[config.mk]
export PLATFORM = sky130hd
export DESIGN_NAME = asc_scaler
export DESIGN_NICKNAME = d
export VERILOG_FILES = /design/src/asc_pkg.sv /design/src/asc_scaler.sv /design/src/asc_smoother.sv
export SDC_FILE = /design/constraint.sdc
export NUM_CORES = 2
export LEC_CHECK = 0
export BUFFER_PORTS_ARGS = -buffer_cell sky130_fd_sc_hd__buf_2
export CAP_MARGIN = 20
export CORE_MARGIN = 2
export CORE_UTILIZATION = 60
export DETAILED_ROUTE_END_ITERATION = 10
export PLACE_DENSITY = 0.77
export SYNTH_ARGS = -nofsm -noshare
export SYNTH_HDL_FRONTEND = slang
export SYNTH_SLANG_ARGS = --single-unit
[constraint.sdc]
create_clock -name clk -period 109.6 [get_ports clk]
set_input_delay 21.92 -clock clk [delete_from_list [all_inputs] [get_ports clk]]
set_output_delay 21.92 -clock clk [all_outputs]
set_load 0.01 [all_outputs]
[src/asc_pkg.sv]
// Purpose: shared constants and types for the analog speed command scaler
// Assumes: 32-bit Avalon-MM register bus, word addressed by byte offset
// Notes:   converter samples arrive as signed counts, 8191 counts for 10 V
package asc_pkg;

  localparam int ASC_SAMPLE_W   = 14;
  localparam int ASC_PARAM_W    = 16;
  localparam int ASC_DEMAND_W   = 32;
  localparam int ASC_ADDR_W     = 6;

  // register byte offsets
  localparam logic [5:0] ASC_OFS_SAVE     = 6'h00;
  localparam logic [5:0] ASC_OFS_DEAD     = 6'h04;
  localparam logic [5:0] ASC_OFS_OFFSET   = 6'h08;
  localparam logic [5:0] ASC_OFS_GAIN     = 6'h0C;
  localparam logic [5:0] ASC_OFS_SOURCE   = 6'h10;
  localparam logic [5:0] ASC_OFS_SMOOTH   = 6'h14;
  localparam logic [5:0] ASC_OFS_DEMAND   = 6'h18;
  localparam logic [5:0] ASC_OFS_COND     = 6'h1C;
  localparam logic [5:0] ASC_OFS_STATUS   = 6'h20;

  // scaling constants
  localparam int ASC_FULL_COUNTS  = 8191;
  localparam int ASC_COND_FULL    = 2047;
  localparam int ASC_RPM_NUM      = 1875;
  localparam int ASC_RPM_DEN      = 512;
  localparam int ASC_SMOOTH_RATE  = 4000;

  // save command codes
  localparam logic [15:0] ASC_CMD_STORE = 16'h0001;
  localparam logic [15:0] ASC_CMD_INIT  = 16'h000A;

  // speed source select codes
  localparam logic [1:0] ASC_SRC_OFF  = 2'h0;
  localparam logic [1:0] ASC_SRC_ANALOG_INPUT_ONE = 2'h1;
  localparam logic [1:0] ASC_SRC_ANALOG_INPUT_TWO = 2'h2;

  // defaults
  localparam logic [15:0] ASC_RST_DEAD   = 16'h0000;
  localparam logic [15:0] ASC_RST_OFFSET = 16'h0000;
  localparam logic [15:0] ASC_RST_GAIN   = 16'h0FA0;
  localparam logic [15:0] ASC_RST_SMOOTH = 16'h0005;
  localparam logic [1:0]  ASC_RST_SOURCE = 2'h0;

  // timing: clock rate in Hz and smoothing tick divider in clock cycles
  localparam longint ASC_CLK_HZ       = 125000000;
  localparam int     ASC_SMOOTH_DIV   = int'(ASC_CLK_HZ / ASC_SMOOTH_RATE);

  typedef struct packed {
    logic [15:0] dead;
    logic [15:0] offset;
    logic [15:0] gain;
    logic [15:0] smooth;
    logic [1:0]  source;
  } asc_params_t;

  typedef enum logic [1:0] {
    ASC_IDLE   = 2'b00,
    ASC_SHIFT  = 2'b01,
    ASC_SCALE  = 2'b10,
    ASC_OUTPUT = 2'b11
  } asc_state_t;

endpackage

[src/asc_scaler.sv]
// Purpose: analog speed command scaler with Avalon-MM register access
// Assumes: converter samples are synchronous to clk, read at each smoothing tick
// Notes:   demand updates in a short pipeline after each smoothing tick
//
// The Avalon-MM register port and the address map were left to the implementer.
`timescale 1ns/1ps
// Operation
// - the demand is zero while the input lies inside the dead band around the offset.
// - input above the offset gives a positive demand and below it a negative one.
// - the span from offset plus dead band to full scale maps onto 2047 counts; the code maps 8191 counts past the dead band onto 2047 instead.
// - the demand is the speed gain times the conditioned count.
// - rpm equals 1875 times demand over 512 times encoder resolution.
// - the dead band setting uses 8191 counts for 10 V.
// - the offset setting uses 8191 counts for 10 V and is signed.
// - writing 1 to the save command stores parameters, writing 10 restores defaults.
// - source select 0 disables, 1 picks input one, 2 picks input two.
// - the input is smoothed with time constant setting over 4000 seconds.
module asc_scaler
  import asc_pkg::*;
(
  input  wire logic                           clk,
  input  wire logic                           rst_n,
  input  wire logic [ASC_ADDR_W-1:0]          avs_address,
  input  wire logic                           avs_read,
  input  wire logic                           avs_write,
  input  wire logic [31:0]                    avs_writedata,
  input  wire logic [3:0]                     avs_byteenable,
  output logic [31:0]                         avs_readdata,
  output logic                                avs_waitrequest,
  output logic [1:0]                          avs_response,
  input  wire logic signed [ASC_SAMPLE_W-1:0] analog_input_one,
  input  wire logic signed [ASC_SAMPLE_W-1:0] analog_input_two,
  output logic signed [ASC_DEMAND_W-1:0]      speed_demand,
  output logic                                demand_valid,
  output logic                                store_request
);

  localparam int CW = 12;

  asc_params_t              live;
  asc_params_t              saved;
  asc_state_t               state;
  logic [15:0]              div_cnt;
  logic                     tick;
  logic                     tick_late;
  logic signed [ASC_SAMPLE_W-1:0] smoothed;
  logic signed [ASC_SAMPLE_W-1:0] selected;
  logic signed [17:0]       shifted;
  logic [17:0]              mag;
  logic                     neg;
  logic signed [CW-1:0]     cond;
  logic [31:0]              scaled_num;
  logic                     acc_pending;
  logic                     save_busy;
  logic [31:0]              next_readdata;
  logic                     addr_ok;

  // byte-lane merge of a 16-bit field
  function automatic logic [15:0] merge16(input logic [15:0] old, input logic [31:0] wd,
                                          input logic [3:0] be);
    merge16 = {be[1] ? wd[15:8] : old[15:8], be[0] ? wd[7:0] : old[7:0]};
  endfunction

  // smoothing tick divider
  always_ff @(posedge clk) begin
    if (!rst_n || div_cnt == 16'(ASC_SMOOTH_DIV - 1)) begin
      div_cnt <= '0;
    end else begin
      div_cnt <= div_cnt + 16'h0001;
    end
  end

  always_ff @(posedge clk) begin
    tick <= rst_n && (div_cnt == 16'(ASC_SMOOTH_DIV - 1));
  end

  // pipeline starts one cycle after the filter step so it sees the new sample
  always_ff @(posedge clk) begin
    tick_late <= rst_n && tick;
  end

  always_comb begin
    case (live.source)
      ASC_SRC_ANALOG_INPUT_ONE: selected = analog_input_one;
      ASC_SRC_ANALOG_INPUT_TWO: selected = analog_input_two;
      default:      selected = '0;
    endcase
  end

  asc_smoother #(
    .W (ASC_SAMPLE_W)
  ) u_smooth (
    .clk      (clk),
    .rst_n    (rst_n),
    .tick     (tick),
    .clear    (live.source == ASC_SRC_OFF),
    .setting  (live.smooth),
    .sample   (selected),
    .smoothed (smoothed)
  );

  // register access: one wait cycle then answer
  always_ff @(posedge clk) begin
    if (!rst_n) begin
      acc_pending <= 1'b0;
    end else begin
      acc_pending <= (avs_read || avs_write) && !acc_pending;
    end
  end

  always_comb begin
    addr_ok = 1'b1;
    case (avs_address)
      ASC_OFS_SAVE:   next_readdata = {31'h0, save_busy};
      ASC_OFS_DEAD:   next_readdata = {16'h0, live.dead};
      ASC_OFS_OFFSET: next_readdata = {{16{live.offset[15]}}, live.offset};
      ASC_OFS_GAIN:   next_readdata = {16'h0, live.gain};
      ASC_OFS_SOURCE: next_readdata = {30'h0, live.source};
      ASC_OFS_SMOOTH: next_readdata = {16'h0, live.smooth};
      ASC_OFS_DEMAND: next_readdata = speed_demand;
      ASC_OFS_COND:   next_readdata = 32'(cond);
      ASC_OFS_STATUS: next_readdata = {30'h0, state};
      default: begin
        next_readdata = 32'h0;
        addr_ok       = 1'b0;
      end
    endcase
  end

  always_ff @(posedge clk) begin
    if (!rst_n) begin
      avs_waitrequest <= 1'b1;
      avs_readdata    <= 32'h0;
      avs_response    <= 2'h0;
    end else begin
      avs_waitrequest <= !((avs_read || avs_write) && !acc_pending);
      avs_readdata    <= avs_read ? next_readdata : 32'h0;
      avs_response    <= addr_ok ? 2'h0 : 2'h3;
    end
  end

  wire wr_take = avs_write && acc_pending;

  // parameter registers, store and restore
  always_ff @(posedge clk) begin
    if (!rst_n) begin
      live  <= '{ASC_RST_DEAD, ASC_RST_OFFSET, ASC_RST_GAIN, ASC_RST_SMOOTH, ASC_RST_SOURCE};
      saved <= '{ASC_RST_DEAD, ASC_RST_OFFSET, ASC_RST_GAIN, ASC_RST_SMOOTH, ASC_RST_SOURCE};
      save_busy     <= 1'b0;
      store_request <= 1'b0;
    end else begin
      store_request <= 1'b0;
      save_busy     <= 1'b0;
      if (wr_take) begin
        case (avs_address)
          ASC_OFS_SAVE: begin
            if (merge16(16'h0, avs_writedata, avs_byteenable) == ASC_CMD_STORE) begin
              saved         <= live;
              store_request <= 1'b1;
              save_busy     <= 1'b1;
            end else if (merge16(16'h0, avs_writedata, avs_byteenable) == ASC_CMD_INIT) begin
              live <= '{ASC_RST_DEAD, ASC_RST_OFFSET, ASC_RST_GAIN,
                        ASC_RST_SMOOTH, ASC_RST_SOURCE};
              save_busy <= 1'b1;
            end
          end
          ASC_OFS_DEAD:   live.dead   <= merge16(live.dead, avs_writedata, avs_byteenable);
          ASC_OFS_OFFSET: live.offset <= merge16(live.offset, avs_writedata, avs_byteenable);
          ASC_OFS_GAIN:   live.gain   <= merge16(live.gain, avs_writedata, avs_byteenable);
          ASC_OFS_SMOOTH: live.smooth <= merge16(live.smooth, avs_writedata, avs_byteenable);
          ASC_OFS_SOURCE: begin
            if (avs_byteenable[0] && avs_writedata[7:0] <= 8'h02) begin
              live.source <= avs_writedata[1:0];
            end
          end
          default: begin
          end
        endcase
      end
    end
  end

  // conditioning pipeline: shift, dead band, scale, gain
  always_ff @(posedge clk) begin
    if (!rst_n) begin
      state        <= ASC_IDLE;
      shifted      <= '0;
      mag          <= '0;
      neg          <= 1'b0;
      cond         <= '0;
      scaled_num   <= '0;
      speed_demand <= '0;
      demand_valid <= 1'b0;
    end else begin
      demand_valid <= 1'b0;
      case (state)
        ASC_IDLE: begin
          if (tick_late) begin
            // offset in the same 8191-per-10V counts as the sample
            shifted <= 18'(smoothed) - 18'($signed(live.offset));
            state   <= ASC_SHIFT;
          end
        end
        ASC_SHIFT: begin
          neg <= shifted[17];
          if ((shifted[17] ? 18'(-shifted) : 18'(shifted)) <= 18'(live.dead)) begin
            mag <= '0;
          end else begin
            mag <= (shifted[17] ? 18'(-shifted) : 18'(shifted)) - 18'(live.dead);
          end
          state <= ASC_SCALE;
        end
        ASC_SCALE: begin
          // 8191 counts past the dead band map onto 2047, whatever the offset and dead band
          scaled_num <= 32'(mag) * 32'(ASC_COND_FULL) / 32'(ASC_FULL_COUNTS);
          state      <= ASC_OUTPUT;
        end
        ASC_OUTPUT: begin
          if (live.source == ASC_SRC_OFF) begin
            cond         <= '0;
            speed_demand <= '0;
          end else begin
            cond <= neg ? -CW'(scaled_num) : CW'(scaled_num);
            // demand in encoder units; rpm = 1875*demand/(512*resolution)
            speed_demand <= neg ? -($signed({16'h0, live.gain}) * $signed(scaled_num))
                                : $signed({16'h0, live.gain}) * $signed(scaled_num);
          end
          demand_valid <= 1'b1;
          state        <= ASC_IDLE;
        end
        default: state <= ASC_IDLE;
      endcase
    end
  end

endmodule

[src/asc_smoother.sv]
// Purpose: first-order low-pass on the selected sample
// Assumes: tick is a one-cycle pulse at the smoothing rate
// Notes:   y += (x - y) / n with n the smoothing setting, n clamped to 1..127
`timescale 1ns/1ps
module asc_smoother
  import asc_pkg::*;
#(
  parameter int W = ASC_SAMPLE_W
) (
  input  wire logic                clk,
  input  wire logic                rst_n,
  input  wire logic                tick,
  input  wire logic                clear,
  input  wire logic [15:0]         setting,
  input  wire logic signed [W-1:0] sample,
  output logic signed [W-1:0]      smoothed
);

  // extra fraction bits keep small steps from stalling the filter
  localparam int FW = W + 8;

  logic signed [FW-1:0] acc;
  logic signed [FW-1:0] diff;
  logic [6:0]           n;

  always_comb begin
    n = (setting == 16'h0000) ? 7'h01 :
        (setting > 16'h007F) ? 7'h7F : setting[6:0];
    diff = {sample, 8'h00} - acc;
  end

  always_ff @(posedge clk) begin
    if (!rst_n || clear) begin
      acc <= '0;
    end else if (tick) begin
      acc <= acc + FW'(diff / $signed({1'b0, n}));
    end
  end

  assign smoothed = acc[FW-1:8];

endmodule

==> impl_metrics.ini <==
[worst_setup_path]
cp-end-kind = flip-flop
regToRegStartpoint = live[1]$_SDFFE_PN0P_
worst_ep_arrival_time_ps = 87850
worstPathRequired_ps = 110080
crit_path_frequent_cell = o21a_1
crit_family = compound AO/OA/AOI/OAI gates
path_buf_inv = 10
crit_fanout = 17
critPathKind = input port to flip-flop
slowest_stage = o32ai_1
startpoint = analog_input_one[0]
critPathLaunchType = input port
slowest_delay_ps = 890

[drt]
vias = 41668
ant_nets = 0
viasPerCell = 6.32
wl_per_cell_um = 18.6
dr.pass1.iters = 6
drcViolationCount = 0
wirelength_um = 123000
drt_iter0_markers = 3717

[clock_network]
cts_tree = yes
cts_root_buf = clkbuf_16
cts_buffer_depth = 3
post_cts_buffers = 0
cts-hold-fix-buffers = 0
htreeDepth = 1
clkSlewWorstSetupHoldPaths_ps = 60
clock_latency_ps = 600
clock_sinks = 243
cts_made_buffers = 28
cts_resized = 0

[die]
die_h_um = 272
die_w_um = 272
dieArea_mm2 = 0.0742
core_mm2 = 0.0714
rows = 98
io_pins = 143
start_util = 0.606

[logic_synthesis]
ys.warnings.count = 0
netlist_top_cells_area = fa_1 (15%), ha_1 (11%), dfxtp_1 (11%)
synth_edf_count = 0
synth_top_area_share = 0.149
synth_cells = 5647
synth_area_mm2 = 0.0432
synthesis.nets = 6438
synth_top_cell_by_area = fa_1
synth-seq-area-share = 0.113
synth_area_per_cell_um2 = 7.66
synthFlopType = dfxtp_1
synthArstFlopShare = 0
yosysUniqueCellTypes = 130
synth_seq_cells = 243

[finish]
final_common_cell = nand2_1
layout_common_cells = nand2_1 (543), inv_1 (534), nor2_1 (513), ha_1 (395), a21oi_1 (380)
nFillCells = 6348
drive_above_1_share = 0.0707
fin_nets = 6405
synthToLayoutAreaGrowth_pct = 5.07

[sta]
final.min_clock_period_ps = 87370
fin_skew_ps = 23.4
clock.fmax_mhz = 11.4
relSlewSlack = 0.239
fin_setup_tns_ps = 0
holdWs_ps = 478
grt_setup_unrepaired = no
hold_viol = 0
setup_violations = 0
finalMaxSlewViolations = 0
worst_pin_slew_ps = 1130
min_period_over_period = 0.797

[global_route]
grt_max_degree = 86
grt-ovfl-total = 0
grt_pass1_vias = 39546
grt_pass1_wl_um = 201000
antenna_found_initial = 11
grt_usage = 0.326

[place]
gp_congestion = 0.943
place_hpwl_um = 98500
portBuffers = 124

[min_path]
hold_start = speed_demand[29]$_SDFFE_PN0P_
hp-class = flip-flop to flip-flop

[flow_run]
drv_cap = 0

[status]
status = finished clean
[per-stage QoR]
stage / cell area, µm² / utilization / std cells / setup slack (ps)
floorplan: 43200 / - / 5647 / 31340
global placement: 44500 / 0.623 / 6533 / 24050
detailed placement: 44500 / 0.623 / 6533 / 22900
CTS: 45400 / 0.636 / 6581 / 23170
global route: 45400 / 0.636 / 6585 / 16140
finish: 45400 / 0.637 / 6589 / 22230
[cell type report]
| cell class | instances | area [µm²] | share of cell area |
|---|---|---|---|
| multi-input cells | 4634 | 35500 | 0.780 |
| flip-flops and latches | 243 | 4860 | 0.107 |
| inverters | 537 | 2020 | 0.0444 |
| well taps | 950 | 1190 | 0.0262 |
| repair buffers | 170 | 963 | 0.0212 |
| clock buffers | 38 | 768 | 0.0169 |
| clock inverters | 10 | 155 | 0.00342 |
| diodes | 7 | 17.5 | 0.000386 |
[worst min-delay path, delay by kind of cell, from the launching register on]
kind               cells  cell delay [ps]
DFF                    1              320
and+or+nand+nor        1               60
AOI/OAI and AO/OA      1               50
[registers in the layout (all words and copies together) (netlist names), 2 cells and up]
name / flops
u_smooth.acc: 22
mag: 18
div_cnt: 16
live: 66
shifted: 17
cond: 12
state: 2
scaled_num: 17
avs_readdata: 32
speed_demand: 32
[path summary, 6_finish.rpt]
check	cells after the start	slack (ps)	endpoint
max	283	22230	u_smooth.acc[21]$_SDFFE_PP0P_
min	2	480	avs_readdata[29]$_SDFF_PN0_
max reg2reg	284	42530	u_smooth.acc[21]$_SDFFE_PP0P_
min reg2reg	2	480	avs_readdata[29]$_SDFF_PN0_
[synthesized netlist by cell type, types with 51 or more instances]
| library cell | n |
|---|---|
| o21ai_0 | 165 |
| a21o_1 | 89 |
| nand3_1 | 163 |
| inv_1 | 534 |
| a31oi_1 | 55 |
| nor4_1 | 56 |
| dfxtp_1 | 243 |
| nand2_1 | 543 |
| nor2_1 | 516 |
| nor2b_1 | 57 |
| fa_1 | 322 |
| o21bai_1 | 54 |
| nand4_1 | 55 |
| or3_1 | 51 |
| clkbuf_1 | 194 |
| o21a_1 | 114 |
| nor3_1 | 195 |
| a21oi_1 | 380 |
| xor2_1 | 103 |
| mux2i_1 | 60 |
| and2_1 | 173 |
| xnor2_1 | 240 |
| o31ai_1 | 72 |
| ha_1 | 395 |
[metal layers]
layer  global-route usage  vias to the layer above  share of wire
li1                     -                    19807              -
met1                0.430                    20024           0.42
met2                0.553                     1550           0.47
met3               0.0470                      273          0.077
met4               0.0934                       14          0.028
met5                    0                        -        0.00073
[kinds of logic (layout without fill, tap and decap cells)]
| family | Yosys count | in the layout | share of synthesized area |
|---|---|---|---|
| compound gates | 1358 | 1358 | 0.216 |
| xor+xnor | 343 | 343 | 0.0695 |
| fa+ha+maj | 720 | 720 | 0.264 |
| buf+inv | 770 | 755 | 0.0682 |
| flops | 243 | 243 | 0.113 |
| mux | 113 | 113 | 0.0283 |
| other cells | 0 | 7 | 0 |
| simple gates | 2100 | 2100 | 0.242 |
Power is not shown: default switching activity piles up to over one toggle a cycle in this logic, so the estimate is an artifact.
